<file path="src/logic/pwct_pkg.sv">
// Shared constants and carriers for the pulse width capture timer.
// Assumes a single system clock that serves as the main oscillator clock.
package pwct_pkg;

    ////////////////////////////////////////////////////////////////////////
    // Register indices; byte address is four times the index
    localparam logic [15:0] PWCT_CTRL_IDX = 16'hff62;
    localparam logic [15:0] PWCT_COUNT_IDX = 16'hff63;
    localparam logic [15:0] PWCT_RISE_IDX = 16'hff64;
    localparam logic [15:0] PWCT_FALL_IDX = 16'hff65;
    localparam int PWCT_IDX_LSB = 2;
    localparam int PWCT_IDX_MSB = 17;
    localparam int PWCT_ADDR_W = 32;
    localparam int PWCT_AXI_DATA_W = 32;

    ////////////////////////////////////////////////////////////////////////
    // Control register layout
    localparam int PWCT_REG_W = 8;
    localparam int PWCT_RUN_BIT = 7;
    localparam int PWCT_SEL_HI_BIT = 1;
    localparam int PWCT_SEL_LO_BIT = 0;
    localparam logic [7:0] PWCT_CTRL_RESET = 8'h00;
    localparam logic [7:0] PWCT_CTRL_WMASK = 8'h83;
    localparam logic [7:0] PWCT_COUNT_RESET = 8'h00;
    localparam logic [7:0] PWCT_CAP_RESET = 8'h00;

    ////////////////////////////////////////////////////////////////////////
    // Count clock division: terminal mask for each select code
    localparam int PWCT_PRESC_W = 10;
    localparam logic [1:0] PWCT_SEL_DIV1024 = 2'h0;
    localparam logic [1:0] PWCT_SEL_DIV512 = 2'h1;
    localparam logic [1:0] PWCT_SEL_DIV256 = 2'h2;
    localparam logic [1:0] PWCT_SEL_DIV128 = 2'h3;
    localparam logic [9:0] PWCT_MASK_DIV1024 = 10'h3ff;
    localparam logic [9:0] PWCT_MASK_DIV512 = 10'h1ff;
    localparam logic [9:0] PWCT_MASK_DIV256 = 10'h0ff;
    localparam logic [9:0] PWCT_MASK_DIV128 = 10'h07f;

    ////////////////////////////////////////////////////////////////////////
    // Input qualification
    localparam logic [2:0] PWCT_MIN_LEVEL_TICKS = 3'h5;

    ////////////////////////////////////////////////////////////////////////
    // AXI responses
    localparam logic [1:0] PWCT_RESP_OKAY = 2'h0;
    localparam logic [1:0] PWCT_RESP_SLVERR = 2'h2;

    // Qualified edge events, one-cycle pulses
    typedef struct packed {
        logic rise;
        logic fall;
    } pwct_edge_t;

endpackage : pwct_pkg

</file>
<file path="src/logic/pwct_prescaler.sv">
// Count clock divider for the pulse width capture timer.
// Assumes clk_i is the main clock; emits a one-cycle tick per count period.
`timescale 1ns/1ps
module pwct_prescaler (
    input wire logic clk_i,
    input wire logic rst_i,
    input wire logic run_i,
    input wire logic [1:0] sel_i,
    output logic tick_o
);
    import pwct_pkg::*;

    typedef struct packed {
        logic [PWCT_PRESC_W-1:0] div;
        logic tick;
    } pwct_presc_state_t;

    pwct_presc_state_t st;
    pwct_presc_state_t next_st;

    // Terminal mask for the selected division
    function automatic logic [PWCT_PRESC_W-1:0] pwct_div_mask(input logic [1:0] sel);
        case (sel)
            PWCT_SEL_DIV1024: pwct_div_mask = PWCT_MASK_DIV1024;
            PWCT_SEL_DIV512: pwct_div_mask = PWCT_MASK_DIV512;
            PWCT_SEL_DIV256: pwct_div_mask = PWCT_MASK_DIV256;
            default: pwct_div_mask = PWCT_MASK_DIV128;
        endcase
    endfunction : pwct_div_mask

    ////////////////////////////////////////////////////////////////////////
    // Held at zero while stopped so the first period after start is whole
    always_comb begin
        next_st = st;
        next_st.tick = 1'b0;
        if (!run_i) begin
            next_st.div = '0;
        end else begin
            next_st.div = st.div + 10'h001;
            next_st.tick = ((st.div & pwct_div_mask(sel_i)) == pwct_div_mask(sel_i));
        end
    end

    always_ff @(posedge clk_i or posedge rst_i) begin
        if (rst_i) begin
            st <= '0;
        end else begin
            st <= next_st;
        end
    end

    assign tick_o = st.tick;

endmodule : pwct_prescaler

</file>
<file path="src/logic/pwct_edge_sampler.sv">
// Pin synchroniser and edge qualifier for the pulse width capture timer.
// Assumes pin_i is asynchronous and tick_i is a one-cycle count clock enable.
`timescale 1ns/1ps
module pwct_edge_sampler (
    input wire logic clk_i,
    input wire logic rst_i,
    input wire logic pin_i,
    input wire logic run_i,
    input wire logic tick_i,
    output pwct_pkg::pwct_edge_t edge_o
);
    import pwct_pkg::*;

    typedef struct packed {
        logic [2:0] sync;
        logic stable;
        logic tick_level;
        logic [2:0] run_len;
        logic phase;
        logic [1:0] samp;
        logic level;
        pwct_edge_t evt;
    } pwct_samp_state_t;

    pwct_samp_state_t st;
    pwct_samp_state_t next_st;
    logic [1:0] new_samp;
    logic [2:0] new_len;

    ////////////////////////////////////////////////////////////////////////
    // Stage 0 feeds stage 1 only; a change counts once stages 1 and 2 agree
    always_comb begin
        next_st = st;
        new_samp = st.samp;
        new_len = st.run_len;
        next_st.evt = '0;
        next_st.sync = {st.sync[1:0], pin_i};
        if (st.sync[1] == st.sync[2]) begin
            next_st.stable = st.sync[2];
        end
        if (!run_i) begin
            // Stopped: forget partial history, keep the accepted level
            next_st.phase = 1'b0;
            next_st.run_len = '0;
            next_st.samp = {st.level, st.level};
            next_st.tick_level = st.level;
        end else if (tick_i) begin
            // Ticks spent at the current level, saturating at the minimum
            if (st.stable != st.tick_level) begin
                new_len = 3'h1;
            end else if (st.run_len < PWCT_MIN_LEVEL_TICKS) begin
                new_len = st.run_len + 3'h1;
            end
            next_st.run_len = new_len;
            next_st.tick_level = st.stable;
            next_st.phase = ~st.phase;
            // Sample on every second tick
            if (st.phase) begin
                new_samp = {st.samp[0], st.stable};
                next_st.samp = new_samp;
                // Two agreeing samples and a long enough level
                if (new_samp[1] == new_samp[0] && new_samp[0] != st.level
                        && new_len >= PWCT_MIN_LEVEL_TICKS) begin
                    next_st.level = new_samp[0];
                    next_st.evt.rise = new_samp[0];
                    next_st.evt.fall = ~new_samp[0];
                end
            end
        end
    end

    always_ff @(posedge clk_i or posedge rst_i) begin
        if (rst_i) begin
            st <= '0;
        end else begin
            st <= next_st;
        end
    end

    assign edge_o = st.evt;

endmodule : pwct_edge_sampler

</file>
<file path="src/logic/pwct_top.sv">
// Pulse width capture timer: free-running 8-bit counter with rise and fall captures.
// Assumes an AXI4-Lite master on clk_i and an asynchronous pulse source on pulse_input_pin_i.
//
// How it works
// - Counter is zero after reset and whenever run enable is cleared.
// - Qualified rising edge copies counter into rise capture, held until next rise.
// - Qualified falling edge copies counter into fall capture, held until next fall.
// - Captures are read as whole 8-bit values and reset to zero.
// - Run enable low clears and halts counter; high counts each selected tick.
// - Select 00/01/10/11 divides main clock by 1024/512/256/128.
// - Control register takes byte writes and resets to zero.
// - Counter runs freely at 8 bits; width is capture difference times period.
// - Counter wraps from maximum to zero and keeps counting.
// - Input sampled every two count ticks; two matching samples needed to capture.
// - Levels shorter than five count ticks never cause a capture.
`timescale 1ns/1ps
module pwct_top (
    input wire logic clk_i,
    input wire logic rst_i,
    // Pulse source
    input wire logic pulse_input_pin_i,
    // AXI4-Lite write address
    input wire logic [pwct_pkg::PWCT_ADDR_W-1:0] s_axi_awaddr_i,
    input wire logic [2:0] s_axi_awprot_i,
    input wire logic s_axi_awvalid_i,
    output logic s_axi_awready_o,
    // AXI4-Lite write data
    input wire logic [pwct_pkg::PWCT_AXI_DATA_W-1:0] s_axi_wdata_i,
    input wire logic [3:0] s_axi_wstrb_i,
    input wire logic s_axi_wvalid_i,
    output logic s_axi_wready_o,
    // AXI4-Lite write response
    output logic [1:0] s_axi_bresp_o,
    output logic s_axi_bvalid_o,
    input wire logic s_axi_bready_i,
    // AXI4-Lite read address
    input wire logic [pwct_pkg::PWCT_ADDR_W-1:0] s_axi_araddr_i,
    input wire logic [2:0] s_axi_arprot_i,
    input wire logic s_axi_arvalid_i,
    output logic s_axi_arready_o,
    // AXI4-Lite read data
    output logic [pwct_pkg::PWCT_AXI_DATA_W-1:0] s_axi_rdata_o,
    output logic [1:0] s_axi_rresp_o,
    output logic s_axi_rvalid_o,
    input wire logic s_axi_rready_i
);
    import pwct_pkg::*;

    ////////////////////////////////////////////////////////////////////////
    // Types

    // Write channel phases
    typedef enum logic [1:0] {
        PWCT_WR_COLLECT = 2'b01,
        PWCT_WR_RESP = 2'b10
    } pwct_wr_state_t;

    // Read channel phases
    typedef enum logic [1:0] {
        PWCT_RD_IDLE = 2'b01,
        PWCT_RD_DATA = 2'b10
    } pwct_rd_state_t;

    // Register select, one bit per mapped register
    typedef struct packed {
        logic ctrl;
        logic count;
        logic rise;
        logic fall;
    } pwct_sel_t;

    typedef struct packed {
        // Registers
        logic [PWCT_REG_W-1:0] ctrl;
        logic [PWCT_REG_W-1:0] count;
        logic [PWCT_REG_W-1:0] rise_cap;
        logic [PWCT_REG_W-1:0] fall_cap;
        // Write side
        pwct_wr_state_t wr_state;
        logic aw_held;
        logic w_held;
        logic [PWCT_ADDR_W-1:0] waddr;
        logic [PWCT_REG_W-1:0] wbyte;
        logic wlane0;
        logic [1:0] bresp;
        // Read side
        pwct_rd_state_t rd_state;
        logic [PWCT_AXI_DATA_W-1:0] rdata;
        logic [1:0] rresp;
    } pwct_state_t;

    pwct_state_t st;
    pwct_state_t next_st;
    logic count_tick;
    pwct_edge_t edge_evt;
    pwct_sel_t wsel;
    pwct_sel_t rsel;
    logic run_en;
    logic [1:0] clk_sel;

    ////////////////////////////////////////////////////////////////////////
    // Helpers

    // Address decode; upper address bits must be zero for a hit
    function automatic pwct_sel_t pwct_decode(input logic [PWCT_ADDR_W-1:0] addr);
        logic [15:0] idx;
        logic upper_zero;
        idx = addr[PWCT_IDX_MSB:PWCT_IDX_LSB];
        upper_zero = (addr[PWCT_ADDR_W-1:PWCT_IDX_MSB+1] == '0);
        pwct_decode.ctrl = upper_zero && (idx == PWCT_CTRL_IDX);
        pwct_decode.count = upper_zero && (idx == PWCT_COUNT_IDX);
        pwct_decode.rise = upper_zero && (idx == PWCT_RISE_IDX);
        pwct_decode.fall = upper_zero && (idx == PWCT_FALL_IDX);
    endfunction : pwct_decode

    // Zero-extend an 8-bit register onto the 32-bit bus
    function automatic logic [PWCT_AXI_DATA_W-1:0] pwct_widen(input logic [PWCT_REG_W-1:0] v);
        pwct_widen = {{(PWCT_AXI_DATA_W-PWCT_REG_W){1'b0}}, v};
    endfunction : pwct_widen

    ////////////////////////////////////////////////////////////////////////
    // Control fields
    assign run_en = st.ctrl[PWCT_RUN_BIT];
    assign clk_sel = {st.ctrl[PWCT_SEL_HI_BIT], st.ctrl[PWCT_SEL_LO_BIT]};

    ////////////////////////////////////////////////////////////////////////
    // Count clock and pin qualification
    pwct_prescaler u_prescaler (
        .clk_i(clk_i),
        .rst_i(rst_i),
        .run_i(run_en),
        .sel_i(clk_sel),
        .tick_o(count_tick)
    );

    pwct_edge_sampler u_edge_sampler (
        .clk_i(clk_i),
        .rst_i(rst_i),
        .pin_i(pulse_input_pin_i),
        .run_i(run_en),
        .tick_i(count_tick),
        .edge_o(edge_evt)
    );

    ////////////////////////////////////////////////////////////////////////
    // Bus handshakes; one write and one read in flight at most
    assign s_axi_awready_o = (st.wr_state == PWCT_WR_COLLECT) && !st.aw_held;
    assign s_axi_wready_o = (st.wr_state == PWCT_WR_COLLECT) && !st.w_held;
    assign s_axi_bvalid_o = (st.wr_state == PWCT_WR_RESP);
    assign s_axi_bresp_o = st.bresp;
    assign s_axi_arready_o = (st.rd_state == PWCT_RD_IDLE);
    assign s_axi_rvalid_o = (st.rd_state == PWCT_RD_DATA);
    assign s_axi_rdata_o = st.rdata;
    assign s_axi_rresp_o = st.rresp;

    assign wsel = pwct_decode(st.waddr);
    assign rsel = pwct_decode(s_axi_araddr_i);

    ////////////////////////////////////////////////////////////////////////
    // Next state
    always_comb begin
        next_st = st;

        // Counter: cleared while stopped, wraps freely while running
        if (!run_en) begin
            next_st.count = PWCT_COUNT_RESET;
        end else if (count_tick) begin
            next_st.count = st.count + 8'h01;
        end

        // Captures take the live counter value and hold it otherwise
        if (edge_evt.rise) begin
            next_st.rise_cap = st.count;
        end
        if (edge_evt.fall) begin
            next_st.fall_cap = st.count;
        end

        // Address and data may arrive in either order
        case (st.wr_state)
            PWCT_WR_COLLECT: begin
                if (s_axi_awvalid_i && !st.aw_held) begin
                    next_st.aw_held = 1'b1;
                    next_st.waddr = s_axi_awaddr_i;
                end
                if (s_axi_wvalid_i && !st.w_held) begin
                    next_st.w_held = 1'b1;
                    next_st.wbyte = s_axi_wdata_i[PWCT_REG_W-1:0];
                    next_st.wlane0 = s_axi_wstrb_i[0];
                end
                // Commit one cycle after both halves are held
                if (st.aw_held && st.w_held) begin
                    next_st.aw_held = 1'b0;
                    next_st.w_held = 1'b0;
                    next_st.wr_state = PWCT_WR_RESP;
                    if (wsel.ctrl) begin
                        next_st.bresp = PWCT_RESP_OKAY;
                        // Unused bits are dropped, so stray ones never stick
                        if (st.wlane0) begin
                            next_st.ctrl = st.wbyte & PWCT_CTRL_WMASK;
                        end
                    end else begin
                        // Read-only and unmapped words refuse writes
                        next_st.bresp = PWCT_RESP_SLVERR;
                    end
                end
            end
            PWCT_WR_RESP: begin
                if (s_axi_bready_i) begin
                    next_st.wr_state = PWCT_WR_COLLECT;
                    next_st.bresp = PWCT_RESP_OKAY;
                end
            end
            default: begin
                next_st.wr_state = PWCT_WR_COLLECT;
                next_st.aw_held = 1'b0;
                next_st.w_held = 1'b0;
            end
        endcase

        // Read data is sampled at the address handshake
        case (st.rd_state)
            PWCT_RD_IDLE: begin
                if (s_axi_arvalid_i) begin
                    next_st.rd_state = PWCT_RD_DATA;
                    next_st.rresp = PWCT_RESP_OKAY;
                    if (rsel.ctrl) begin
                        next_st.rdata = pwct_widen(st.ctrl);
                    end else if (rsel.count) begin
                        next_st.rdata = pwct_widen(st.count);
                    end else if (rsel.rise) begin
                        next_st.rdata = pwct_widen(st.rise_cap);
                    end else if (rsel.fall) begin
                        next_st.rdata = pwct_widen(st.fall_cap);
                    end else begin
                        next_st.rdata = '0;
                        next_st.rresp = PWCT_RESP_SLVERR;
                    end
                end
            end
            PWCT_RD_DATA: begin
                if (s_axi_rready_i) begin
                    next_st.rd_state = PWCT_RD_IDLE;
                    next_st.rdata = '0;
                    next_st.rresp = PWCT_RESP_OKAY;
                end
            end
            default: begin
                next_st.rd_state = PWCT_RD_IDLE;
            end
        endcase
    end

    ////////////////////////////////////////////////////////////////////////
    // State register
    always_ff @(posedge clk_i or posedge rst_i) begin
        if (rst_i) begin
            st.ctrl <= PWCT_CTRL_RESET;
            st.count <= PWCT_COUNT_RESET;
            st.rise_cap <= PWCT_CAP_RESET;
            st.fall_cap <= PWCT_CAP_RESET;
            st.wr_state <= PWCT_WR_COLLECT;
            st.aw_held <= 1'b0;
            st.w_held <= 1'b0;
            st.waddr <= '0;
            st.wbyte <= '0;
            st.wlane0 <= 1'b0;
            st.bresp <= PWCT_RESP_OKAY;
            st.rd_state <= PWCT_RD_IDLE;
            st.rdata <= '0;
            st.rresp <= PWCT_RESP_OKAY;
        end else begin
            st <= next_st;
        end
    end

endmodule : pwct_top

</file>
<file path="config.mk">
export PLATFORM = sky130hd
export DESIGN_NAME = pwct_top
export DESIGN_NICKNAME = d
export VERILOG_FILES = /design/src/logic/pwct_pkg.sv /design/src/logic/pwct_prescaler.sv /design/src/logic/pwct_edge_sampler.sv /design/src/logic/pwct_top.sv
export SDC_FILE = /design/constraint.sdc
export NUM_CORES = 1
export LEC_CHECK = 0
export BUFFER_PORTS_ARGS = -buffer_cell sky130_fd_sc_hd__buf_2
export CORE_MARGIN = 4
export CORE_UTILIZATION = 35
export DETAILED_ROUTE_END_ITERATION = 8
export GPL_ROUTABILITY_DRIVEN = 0
export HOLD_SLACK_MARGIN = 0.08
export REMOVE_ABC_BUFFERS = 1
export SYNTH_ARGS = -nofsm -noshare
export SYNTH_HDL_FRONTEND = slang
export SYNTH_SLANG_ARGS = --single-unit
</file>
<file path="constraint.sdc">
create_clock -name clk_i -period 3.1 [get_ports clk_i]
set_input_delay 0.31 -clock clk_i [delete_from_list [all_inputs] [get_ports clk_i]]
set_output_delay 0.31 -clock clk_i [all_outputs]
set_load 0.05 [all_outputs]
</file>
==> results by stage, run 1 <==
Power:
- The power density relative to cell area is 676 mW/mm^2.
- In this run the static leakage power is 2.61 nW.
- Total power for the finished layout comes to 3.71 mW.
- The worst-case IR drop observed on VDD is 0.679 mV.

Die:
- The die outline height is 124 um.
- The horizontal die dimension is 124 um.
- The region available for standard cell placement spans 0.0132 mm^2.
- The effective utilization at floorplan is 35.7%.
- The floorplan step defined a die boundary enclosing 0.0154 mm^2.
- The boundary pin count is 155.
- The floorplan has 42 rows.

GRT:
- The largest net degree at the start of global routing is 59.
- The number of antenna violations at the first check in global routing is 0.
- The number of global-route vias before repair was 3241.
- The first global-routing pass estimated 15.0 mm of wire.
- The total overflow reported by the global router is 0.
- Global routing consumed, over all layers together, 12.3% of the routing resources.

Synthesis:
- The synthesized design contains 0 enable-type register cells.
- The proportion of register bits with asynchronous set or reset after synthesis is 100%.
- After synthesis, the netlist uses 53 different library cells.
- Dividing the synthesized area by the synthesized cell count gives 12.2 um^2.
- In this run, synthesis produced a sequential element count of 101.
- The count of yosys warnings during synthesis is 0.
- The netlist area before placement is 0.00471 mm^2.
- The predominant post-synthesis flop cell is sky130_fd_sc_hd__dfrtp_1.
- The share of the yosys chip area belonging to registers is 53.7%.
- After technology mapping, the gate count stands at 386.

Clock network:
- The total CTS buffers is 9.
- In this run the deepest clock path goes through 2 buffers.
- The clock network latency to the later pin of the worst-skew pair is 340 ps.
- The H-tree was split into 3 levels.
- The clock slew seen by the registers of the worst setup and hold paths is 70 ps.
- In this run the clock root is driven by a sky130_fd_sc_hd__clkbuf_16.
- The number of clock sinks seen by CTS is 101.
- The number of setup buffers added after CTS is 0.
- The clock tree from TritonCTS is yes.

Cells and area:
- From synthesis to final layout, the design area changed by 16.6%.
- The number of antenna diodes in the final layout is 0.
- The sequential cells in the finished layout cover a total of 0.00253 mm^2.
- The utilization after layout is 41.6%.
- The area taken by multi-input logic gates is 0.00192 mm^2.
- The count of fill cells added during filler insertion is 1285.
- Leaving out filler cells and counting taps, the final layout contains 645.
- Of the cells placed in the final design, the portion with a size suffix greater than 1 is 27.3%.
- The count of nets after finishing is 582.

Setup path:
- The worst setup path is launched from a flip-flop.
- Of all nets on the critical path, the largest fanout is 3.
- The worst endpoint data arrival time is 2140 ps.
- The worst path required time is 3310 ps.
- On the worst path, the slowest cell contributes a delay of 540 ps.
- The critical path contains buffers and inverters numbering 0 combined.
- The worst setup path is captured at a flip-flop.
- By startpoint and endpoint, the worst setup path is classified as flip-flop to flip-flop.
- Traced cell by cell, the critical path runs through or4b_1 > nor4_2 > nand4_1 > mux2_1.
- The cell with the biggest individual delay on the critical path is sky130_fd_sc_hd__or4b_1.
- The cell family contributing the most delay on the critical path is simple AND/OR/NAND/NOR gates.

Drt:
- After detailed routing, the met3 layer carries 1.08 mm of wire.
- Signal routing reaches up to met4.
- The first TritonRoute pass finished after 4 iterations.
- Summed over all layers, the routed wires come to 8.91 mm.
- The total via count in the routed design is 3054.
- The post-detailed-route via-to-cell ratio is 4.73.
- For this block, wires on met1 add up to 3.76 mm.
- The number of remaining DRC errors is 0.
- The number of violations reported at the end of detailed-routing iteration 0 is 97.
- The remaining antenna violation count after routing is 0.
- The met2 wire length is 4.02 mm.
- The per-cell routed wire length is 13.8 um.

Flow run:
- Max-cap violations in this run came to 0.

STA:
- Setup violations remaining at the end of the flow were counted as 0.
- Headroom to the max-slew limit came out at 52.1%.
- The number of max-slew violations in the final report was 0.
- Across all hold checks on the routed design, the worst slack comes to 181 ps.
- Setup repair after global routing left no endpoint under its margin.
- In the final timing run, aggregate negative setup slack is 0 ps.
- The upper clock frequency limit is 520 MHz.
- The actual slew at the worst max-slew pin is 717 ps.
- Across the routed clock network, the largest skew measured is 7.21 ps.
- Subtracting the final worst setup slack from the clock period gives 1920 ps.
- The hold violation count in the final report came to 0.
- Dividing the final minimum period by the clock period gives 62.0%.

Placed design:
- After detailed placement, the design holds a cell count of 628.
- Detailed placement ended at an HPWL of 6.56 mm.
- The count of input and output buffers is 86.

Worst hold path:
- The type of the most critical hold path is primary input to flip-flop.

Outcome:
- The run finished with clean final reports.
where the power goes:
part / internal, mW / switching, mW / total, mW
clock: 0.665 / 0.458 / 1.12
sequential: 1.60 / 0.149 / 1.75
combinational: 0.334 / 0.507 / 0.840
kinds of logic after synthesis:
| family | share of synthesized area [%] |
|---|---|
| AO/OA/AOI/OAI | 7.04 |
| XOR/XNOR | 2.23 |
| adder cells (fa/ha/maj) | 1.01 |
| buffers and inverters | 7.36 |
| flip-flops | 53.7 |
| multiplexers | 16.1 |
| other | 0.0797 |
| AND/OR/NAND/NOR | 12.4 |
layout by cell type, fill, tap and decap left out, types with 9 or more instances in the layout:
| master | n |
|---|---|
| sky130_fd_sc_hd__conb_1 | 26 |
| sky130_fd_sc_hd__mux2i_1 | 15 |
| sky130_fd_sc_hd__clkbuf_16 | 9 |
| sky130_fd_sc_hd__nand2_1 | 17 |
| sky130_fd_sc_hd__dfrtp_1 | 99 |
| sky130_fd_sc_hd__buf_2 | 86 |
| sky130_fd_sc_hd__nor2_1 | 13 |
| sky130_fd_sc_hd__mux2_2 | 16 |
| sky130_fd_sc_hd__and2_1 | 15 |
| sky130_fd_sc_hd__mux2_1 | 38 |
state kept, by name, summed over array words and instances (netlist names):
register and flops:
u_edge_sampler.edge_o 2, s_axi_rdata_o 8, u_edge_sampler.st 9, s_axi_rresp_o 1, u_prescaler.tick_o 1, s_axi_bresp_o 1
run_en 1, st 64, clk_sel 2, u_prescaler.st 10, u_edge_sampler.next_st 2
area by class of cell:
class,instances,area share (%)
Inverter,7,0.524
Clock inverter,3,0.820
Multi-Input combinational cell,255,35.1
Timing Repair Buffer,91,8.84
Tap cell,176,4.01
Clock buffer,12,4.67
Sequential cell,101,46.1
Yosys cell counts, drive strengths merged, types with 6 or more instances:
cell / count / share of area [%]
a21boi: 7 / 1.1
mux2i: 15 / 3.2
or3: 6 / 0.90
nor2: 13 / 1.0
nor4: 6 / 0.93
clkbuf: 7 / 0.56
inv: 7 / 0.56
o2bb2ai: 6 / 1.1
buf: 41 / 6.2
o22ai: 6 / 0.80
nand4: 9 / 1.3
nand2b: 7 / 0.93
dfrtp: 99 / 53
o21ai: 10 / 1.1
a22o: 8 / 1.5
mux2: 54 / 13
xnor2: 7 / 1.3
nand2: 17 / 1.4
and2: 15 / 2.0
final timing paths:
| path | from | to | slack (ps) | depth (start not counted) |
|---|---|---|---|---|
| min reg2reg | u_edge_sampler.next_st[12] | u_edge_sampler.next_st[13] | 350 | 0 |
| max in group asynchronous | rst_i | st[34] | 1780 | 4 |
| min in group asynchronous | rst_i | st[38] | 580 | 3 |
| min | s_axi_wstrb_i[0] | st[38] | 180 | 2 |
| max reg2reg | st[51] | clk_sel[0] | 1180 | 4 |
| max | st[51] | clk_sel[0] | 1180 | 4 |
layer usage:
metal / up-vias / GRT usage, %
met5: - / 0
met2: 117 / 20.1
met3: 5 / 6.18
met1: 1473 / 14.8
met4: 0 / 2.40
li1: 1459 / -
per-stage QoR:
stage          worst slack, ps  cell area [um^2]
6_report                  1180              5490
5_1_grt                   1050              5490
3_3_place_gp              1190              5170
2_1_floorplan              146              4480
3_5_place_dp              1170              5170
4_1_cts                   1150              5490
what timing repair did:
action / in CTS / in global routing
endpoints found under the hold margin: 43 / 0
hold buffers: 2 / 0
resized for setup: 0 / 0
Note: power is estimated with default switching activity, not from simulation.
==> run 2, diff against run 1 <==
- clock period: 3.1 -> 1.61 ns (I/O delays scaled with it)
==> run 2 against run 1 <==
Against the previous run:
- the run now ends with setup timing left
- combinational power is 150% higher
- utilization grew 4.6 points
- register-to-register slack worse by 1400 ps
- clock skew increased by 1.1 ps
- hold slack worse by 58 ps
- non-clock buffer count is 54 higher
- final area increased by 11%
- die area did not move
- clock power increased by 98%
- routed wire length rose by 9.6%
- total power up 110%
- clock-buffer cell count down 3
==> results by stage, run 2 (same netlist as run 1, synthesis figures left out) <==
Cells and area:
- The final antenna diode count is 0.
- The final design instance area without fill is 0.00609 mm^2.
- The library cell used most frequently in the layout, excluding fill and tap cells, is sky130_fd_sc_hd__dfrtp_1.
- The register with the highest flop count is st.
- The multi-input combinational cells in the finished layout cover a total of 0.00198 mm^2.
- The relative area change from synthesis to final layout is 29.4%.
- The count of nets after finishing is 636.
- The largest registers in the layout are st x64, u_prescaler.st x10, u_edge_sampler.st x9.
- The flip-flop count of the largest register after layout is 64.
- The count of fill cells added during filler insertion is 1232.
- In the layout the commonest cells are sky130_fd_sc_hd__dfrtp_1, sky130_fd_sc_hd__buf_2, sky130_fd_sc_hd__dlygate4sd3_1.
- The share of post-route cells with drive strength above 1 is 30.2%.
- In the final layout, flip-flops and latches occupy 0.00253 mm^2.
- Excluding fillers, the count of instances in the completed layout stands at 700.

Placed design:
- Detailed placement ended at an HPWL of 6.83 mm.
- The number of placed instances, taps included, is 643.
- Port buffering added 86 buffers.
- The cell area reported after detailed placement is 0.00531 mm^2.
- The placement-stage worst setup slack is -222 ps.

STA:
- The final count of negative-setup-slack endpoints is 3.
- The worst clock skew is 8.28 ps.
- After routing, the total negative slack on setup checks comes to -706 ps.
- The upper clock frequency limit is 541 MHz.
- The fraction of the cycle the final worst path needs is 115%.
- Setup repair after global routing could not meet its margin everywhere.
- Setup slack on the critical path of the routed design comes to -237 ps.
- The hold violation count in the final report is 0.
- The number of max-slew violations in the final report is 0.
- The smallest clock period supported by the final layout is computed as 1850 ps.

Setup path:
- The worst reg2reg path depth is 4.
- The origin of the worst setup path is st[51].
- For the worst setup path, the data arrival time is 2080 ps.
- Data on the critical path is required at its endpoint by 1840 ps.
- The worst setup path is launched from a flip-flop.
- STA classifies the critical path endpoint as a flip-flop.
- The startpoint identified for the worst register-to-register timing path is st[51].
- The setup slack of the most critical reg-to-reg path is -240 ps.
- The timing endpoint of the critical path is clk_sel[0].
- The kind of critical path is flip-flop to flip-flop.
- Of all nets on the critical path, the largest fanout is 3.
- In this run the critical register-to-register path is captured at clk_sel[0].

Drt:
- The post-detailed-route via-to-cell ratio is 4.68.
- The routed wire length is 9.77 mm.
- For this run, design rule violations remaining after detail routing come to 0.
- The total via count in the routed design is 3274.
- The first TritonRoute pass finished after 4 iterations.
- The detail route stage leaves a number of antenna-violating nets equal to 0.
- The number of violations reported at the end of detailed-routing iteration 0 is 94.
- After detailed routing, the average wire length per cell comes to 14.0 um.

Die:
- For this configuration, the core starts out at a cell density of 35.7%.
- The horizontal die dimension is 124 um.
- The floorplan has 42 rows.
- During I/O placement, the number of pins put on the boundary was 155.
- The area of the core is 0.0132 mm^2.
- The die outline height is 124 um.
- The total die area is 0.0154 mm^2.

GRT:
- Global routing finished with a remaining overflow of 0.
- Entering global routing, the biggest net connects 34 pins.
- The number of antenna violations at the first check in global routing was 0.
- The wire length of the first global-routing pass is 16.1 mm.
- The number of global-route vias before repair is 3520.
- The overall fraction of global-route tracks in use is 13.3%.

Outcome:
- The run finished, with violations left.
- The final reports fail on setup timing.

Clock network:
- Clock-pin slew was measured on the worst setup and hold paths at 70 ps.
- CTS saw 101 sinks.
- The clock root buffer master is sky130_fd_sc_hd__clkbuf_16.
- The H-tree level count is 3.
- The total CTS buffers is 9.
- The clock tree from TritonCTS is yes.
- The clock passes through at most 2 buffers.
- Clock latency on the worst-skew pair, taken at its later pin, is 350 ps.

Flow run:
- Across the run, the number of max-cap violations was 0.

Power:
- The static leakage is 2.90 nW.
- In this run the power density over the cells is 1260 mW/mm^2.
- IR analysis of the VDD net gives a maximum drop of 1.10 mV.

Worst hold path:
- The worst hold path belongs to the class primary input to flip-flop.
run 2: cell types whose count changed in the layout (fill, tap and decap cells not counted), sizes merged:
cell,previous run,this run
dlygate4sd3,2,38
inv,7,9
clkinv,0,2
clkbuf,12,9
buf,89,107
run 2: area by class of cell:
| class | count | share of cell area (%) |
|---|---|---|
| clock buffers | 9 | 3.70 |
| clock inverters | 7 | 1.36 |
| inverters | 7 | 0.472 |
| multi-input cells | 255 | 32.4 |
| flip-flops and latches | 101 | 41.5 |
| well taps | 176 | 3.61 |
| repair buffers | 145 | 16.9 |
run 2: routing by layer:
layer | vias to the layer above | wire (um) | track usage [%]
met1 | 1563 | 4180 | 15.9
li1 | 1581 | - | -
met2 | 121 | 4710 | 23.1
met4 | 0 | 116 | 3.83
met5 | - | 0 | 0
met3 | 9 | 760 | 4.13
run 2: timing repair:
action	in CTS	in global routing
pin swaps	0	2
endpoints found under the setup margin	14	40
hold buffers	38	0
resized for setup	7	13
endpoints found under the hold margin	67	0
setup buffers	3	1
run 2: power by group:
part           switching (mW)  internal, mW  total [mW]
clock network           0.989          1.23        2.22
registers               0.323          3.08        3.40
logic                    1.09         0.983        2.08
total                    2.41          5.29        7.70
run 2: critical path, cell delays in order, from the launching register on:
cell and delay (ps):
sky130_fd_sc_hd__dfrtp_1 380, sky130_fd_sc_hd__or4b_4 550, sky130_fd_sc_hd__nor4_4 180, sky130_fd_sc_hd__nand4_1 250, sky130_fd_sc_hd__mux2_4 360
run 2: worst min path at each step:
stage	from	endpoint	slack, ps	depth (start not counted)
3_5_place_dp	rst_i	u_edge_sampler.st[5]	220	2
5_1_grt	s_axi_wvalid_i	st[79]	140	3
6_report	s_axi_awvalid_i	st[80]	120	3
4_1_cts	s_axi_awvalid_i	st[80]	110	3
2_1_floorplan	pulse_input_pin_i	u_edge_sampler.next_st[12]	190	0
3_3_place_gp	rst_i	u_edge_sampler.st[5]	200	2
run 2: per-stage QoR:
| stage | utilization [%] | power (mW) | hold WS, ps |
|---|---|---|---|
| 6_report | 46.2 | 7.70 | 123 |
| 5_1_grt | 46.2 | 8.12 | 137 |
| 4_1_cts | 45.8 | 7.64 | 109 |
| 3_5_place_dp | 40.2 | 5.20 | 215 |
| 3_3_place_gp | 40.2 | 5.12 | 204 |
| 2_1_floorplan | - | 4.60 | 192 |
==> run 3, diff against run 2 <==
- REMOVE_ABC_BUFFERS: 1 -> not set
- clock period: 1.61 -> 2.1 ns (I/O delays scaled with it)
==> run 3 against run 2 <==
Against the previous run:
- final cell count decreased by 4.6%
- sequential cell count is the same
- critical path type unchanged
- combinational power fell by 38%
- the run now ends clean
- global-route usage decreased by 1.4 points
- total power is 28% lower
- utilization decreased by 2.9 points
- sequential power down 24%
- largest cell class unchanged
==> results by stage, run 3 (same netlist as run 1, synthesis figures left out) <==
Outcome:
- The flow ran to the end, and the final reports show no timing, DRC or antenna violations.

Setup path:
- The setup slack of the most critical reg-to-reg path is 240 ps.
- The largest driver fanout on the critical path is 3.
- The setup path with the least slack is of type flip-flop to flip-flop.
- The worst path required time is 2310 ps.
- The startpoint class of the critical path is a flip-flop.
- The worst endpoint data arrival time is 2080 ps.
- STA classifies the critical path endpoint as a flip-flop.

Cells and area:
- In the final layout, the registers with the most flip-flops are st x64, u_prescaler.st x10, u_edge_sampler.st x9.
- The top cell types in the final layout, fill and taps aside, are sky130_fd_sc_hd__dfrtp_1, sky130_fd_sc_hd__buf_2, sky130_fd_sc_hd__mux2_1.
- The utilization after layout is 43.3%.
- After the last flow step, the layout net total stands at 605.
- In the final layout, the share of cells above drive strength 1 is 26.8%.
- The register with the most flip-flops in the layout has 64 of them.
- The final antenna diode count is 0.
- Counting flops per register, the top entry is st.
- The library cell used most frequently in the layout, excluding fill and tap cells, is sky130_fd_sc_hd__dfrtp_1.
- The relative area change from synthesis to final layout is 21.4%.

Drt:
- Routed signal wires occupy layers up through met4.
- After the first detailed-routing iteration, the DRC count stood at 95.
- Summed over all layers, the routed wires come to 8.74 mm.
- In the final routed layout, each cell accounts on average for 13.1 um.
- The post-detailed-route via-to-cell ratio is 4.71.
- Summed over all nets, wire length on met2 after detailed routing comes to 4.00 mm.
- The number of remaining DRC errors is 0.
- The detailed router put a total of 3.84 mm of wire on met1.
- Wire segments on met3 add up to 789 um in the final route.
- Before antenna repair, the detailed router went through 4 iterations.
- The total via count in the routed design is 3143.
- The remaining antenna violation count after routing is 0.

Placed design:
- The HPWL reported at the end of detailed placement is 6.30 mm.
- OpenSTA, run right after detailed placement, puts the worst setup slack at 253 ps.
- The count of buffers added on input and output ports is 86.

Power:
- IR analysis of the VDD net gives a maximum drop of 0.620 mV.
- The final total power is 5.52 mW.
- The power density relative to cell area is 967 mW/mm^2.
- Summed over all cells, the static leakage comes to 2.71 nW.

STA:
- Setup repair after global routing left no endpoint under its margin.
- The final critical-path required period is 1860 ps.
- Dividing the final minimum period by the clock period gives 88.7%.
- The final count of negative-setup-slack endpoints is 0.
- For the final routed database, the setup TNS stands at 0 ps.
- Between clock sinks in the finished design, the worst skew comes to 7.36 ps.
- The upper clock frequency limit is 537 MHz.
- The hold violation count in the final report came to 0.
- The hold slack is 91.8 ps.
- The post-layout worst setup margin is 237 ps.
- The number of max-slew violations in the final report came to 0.
- The worst-case headroom to the max-slew limit is 64.8%.
- The actual slew at the worst max-slew pin is 528 ps.

Die:
- The total number of placement rows is 42.
- The total die area is 0.0154 mm^2.
- Measured along the y axis, the die boundary spans 124 um.
- The horizontal die dimension is 124 um.
- The boundary pin count is 155.
- The initial utilization of the core area, before any placement, comes to 35.7%.
- The area of the core is 0.0132 mm^2.

Clock network:
- Gates resized during post-CTS repair numbered 0.
- The maximum number of buffers from clock root to sink is 2.
- The total CTS buffers is 9.
- TritonCTS built the clock tree.
- The clock slew seen by the registers of the worst setup and hold paths is 70 ps.
- The H-tree was split into 3 levels.
- The number of clock sinks seen by CTS is 101.
- The clock root buffer master is sky130_fd_sc_hd__clkbuf_16.
- The clock network latency to the later pin of the worst-skew pair is 330 ps.
- Post-CTS timing repair inserted 0 buffers for setup.

GRT:
- The wire length of the first global-routing pass is 14.6 mm.
- The largest net degree at the start of global routing is 102.
- Global routing finished with a remaining overflow of 0.
- The number of antenna violations at the first check in global routing is 0.
- The number of global-route vias before repair is 3141.
- The overall fraction of global-route tracks in use is 11.9%.

Worst hold path:
- The type of the most critical hold path is primary input to flip-flop.

Flow run:
- Max-cap violations in this run came to 0.
-- run 3: cell types whose count changed in the layout (fill, tap and decap cells not counted), sizes merged --
cell / change
clkinvlp: -1
clkbuf: +1
inv: -1
dlygate4sd3: -15
buf: -16
-- run 3: layer usage --
metal / GRT usage, % / up-vias
met5: 0 / -
met1: 14.7 / 1524
met2: 19.3 / 99
li1: - / 1511
met4: 3.56 / 0
met3: 4.50 / 9
-- run 3: cell type report --
cell class,count,area (um^2)
Timing Repair Buffer,114,711
Tap cell,176,220
Clock buffer,10,239
Inverter,7,30.0
Multi-Input combinational cell,255,1930
Clock inverter,5,57.6
Fill cell,1232,7480
Sequential cell,101,2530
-- run 3: metrics by stage --
stage               area [um^2]  cells
finish                     5710    668
global route               5710    668
CTS                        5690    666
detailed placement         5190    630
global placement           5190    630
floorplan                  4810    411
-- run 3: worst paths after layout --
check                           cells past startpoint                          to                  startpoint
worst min-delay path                                2                      st[68]          s_axi_awaddr_i[21]
worst max-delay path                                4                  clk_sel[0]                      st[51]
max in group asynchronous                           4                      st[34]                       rst_i
min in group asynchronous                           4                      st[50]                       rst_i
worst min register to register                      0  u_edge_sampler.next_st[13]  u_edge_sampler.next_st[12]
worst max register to register                      4                  clk_sel[0]                      st[51]
-- run 3: worst max-delay path: stages (launching register included) --
cell and delay, ps:
sky130_fd_sc_hd__dfrtp_1 380, sky130_fd_sc_hd__or4b_1 540, sky130_fd_sc_hd__nor4_2 240, sky130_fd_sc_hd__nand4_1 230, sky130_fd_sc_hd__mux2_1 360
-- run 3: repair_timing --
action / CTS / global route
endpoints found under the hold margin: 119 / 2
hold buffers: 21 / 2
setup endpoints to repair: 0 / 0
-- run 3: where the power goes --
group	internal [mW]	switching [mW]	total, mW
Combinational	0.538	0.766	1.30
Clock	0.954	0.690	1.64
Sequential	2.36	0.214	2.58
Total	3.85	1.67	5.52
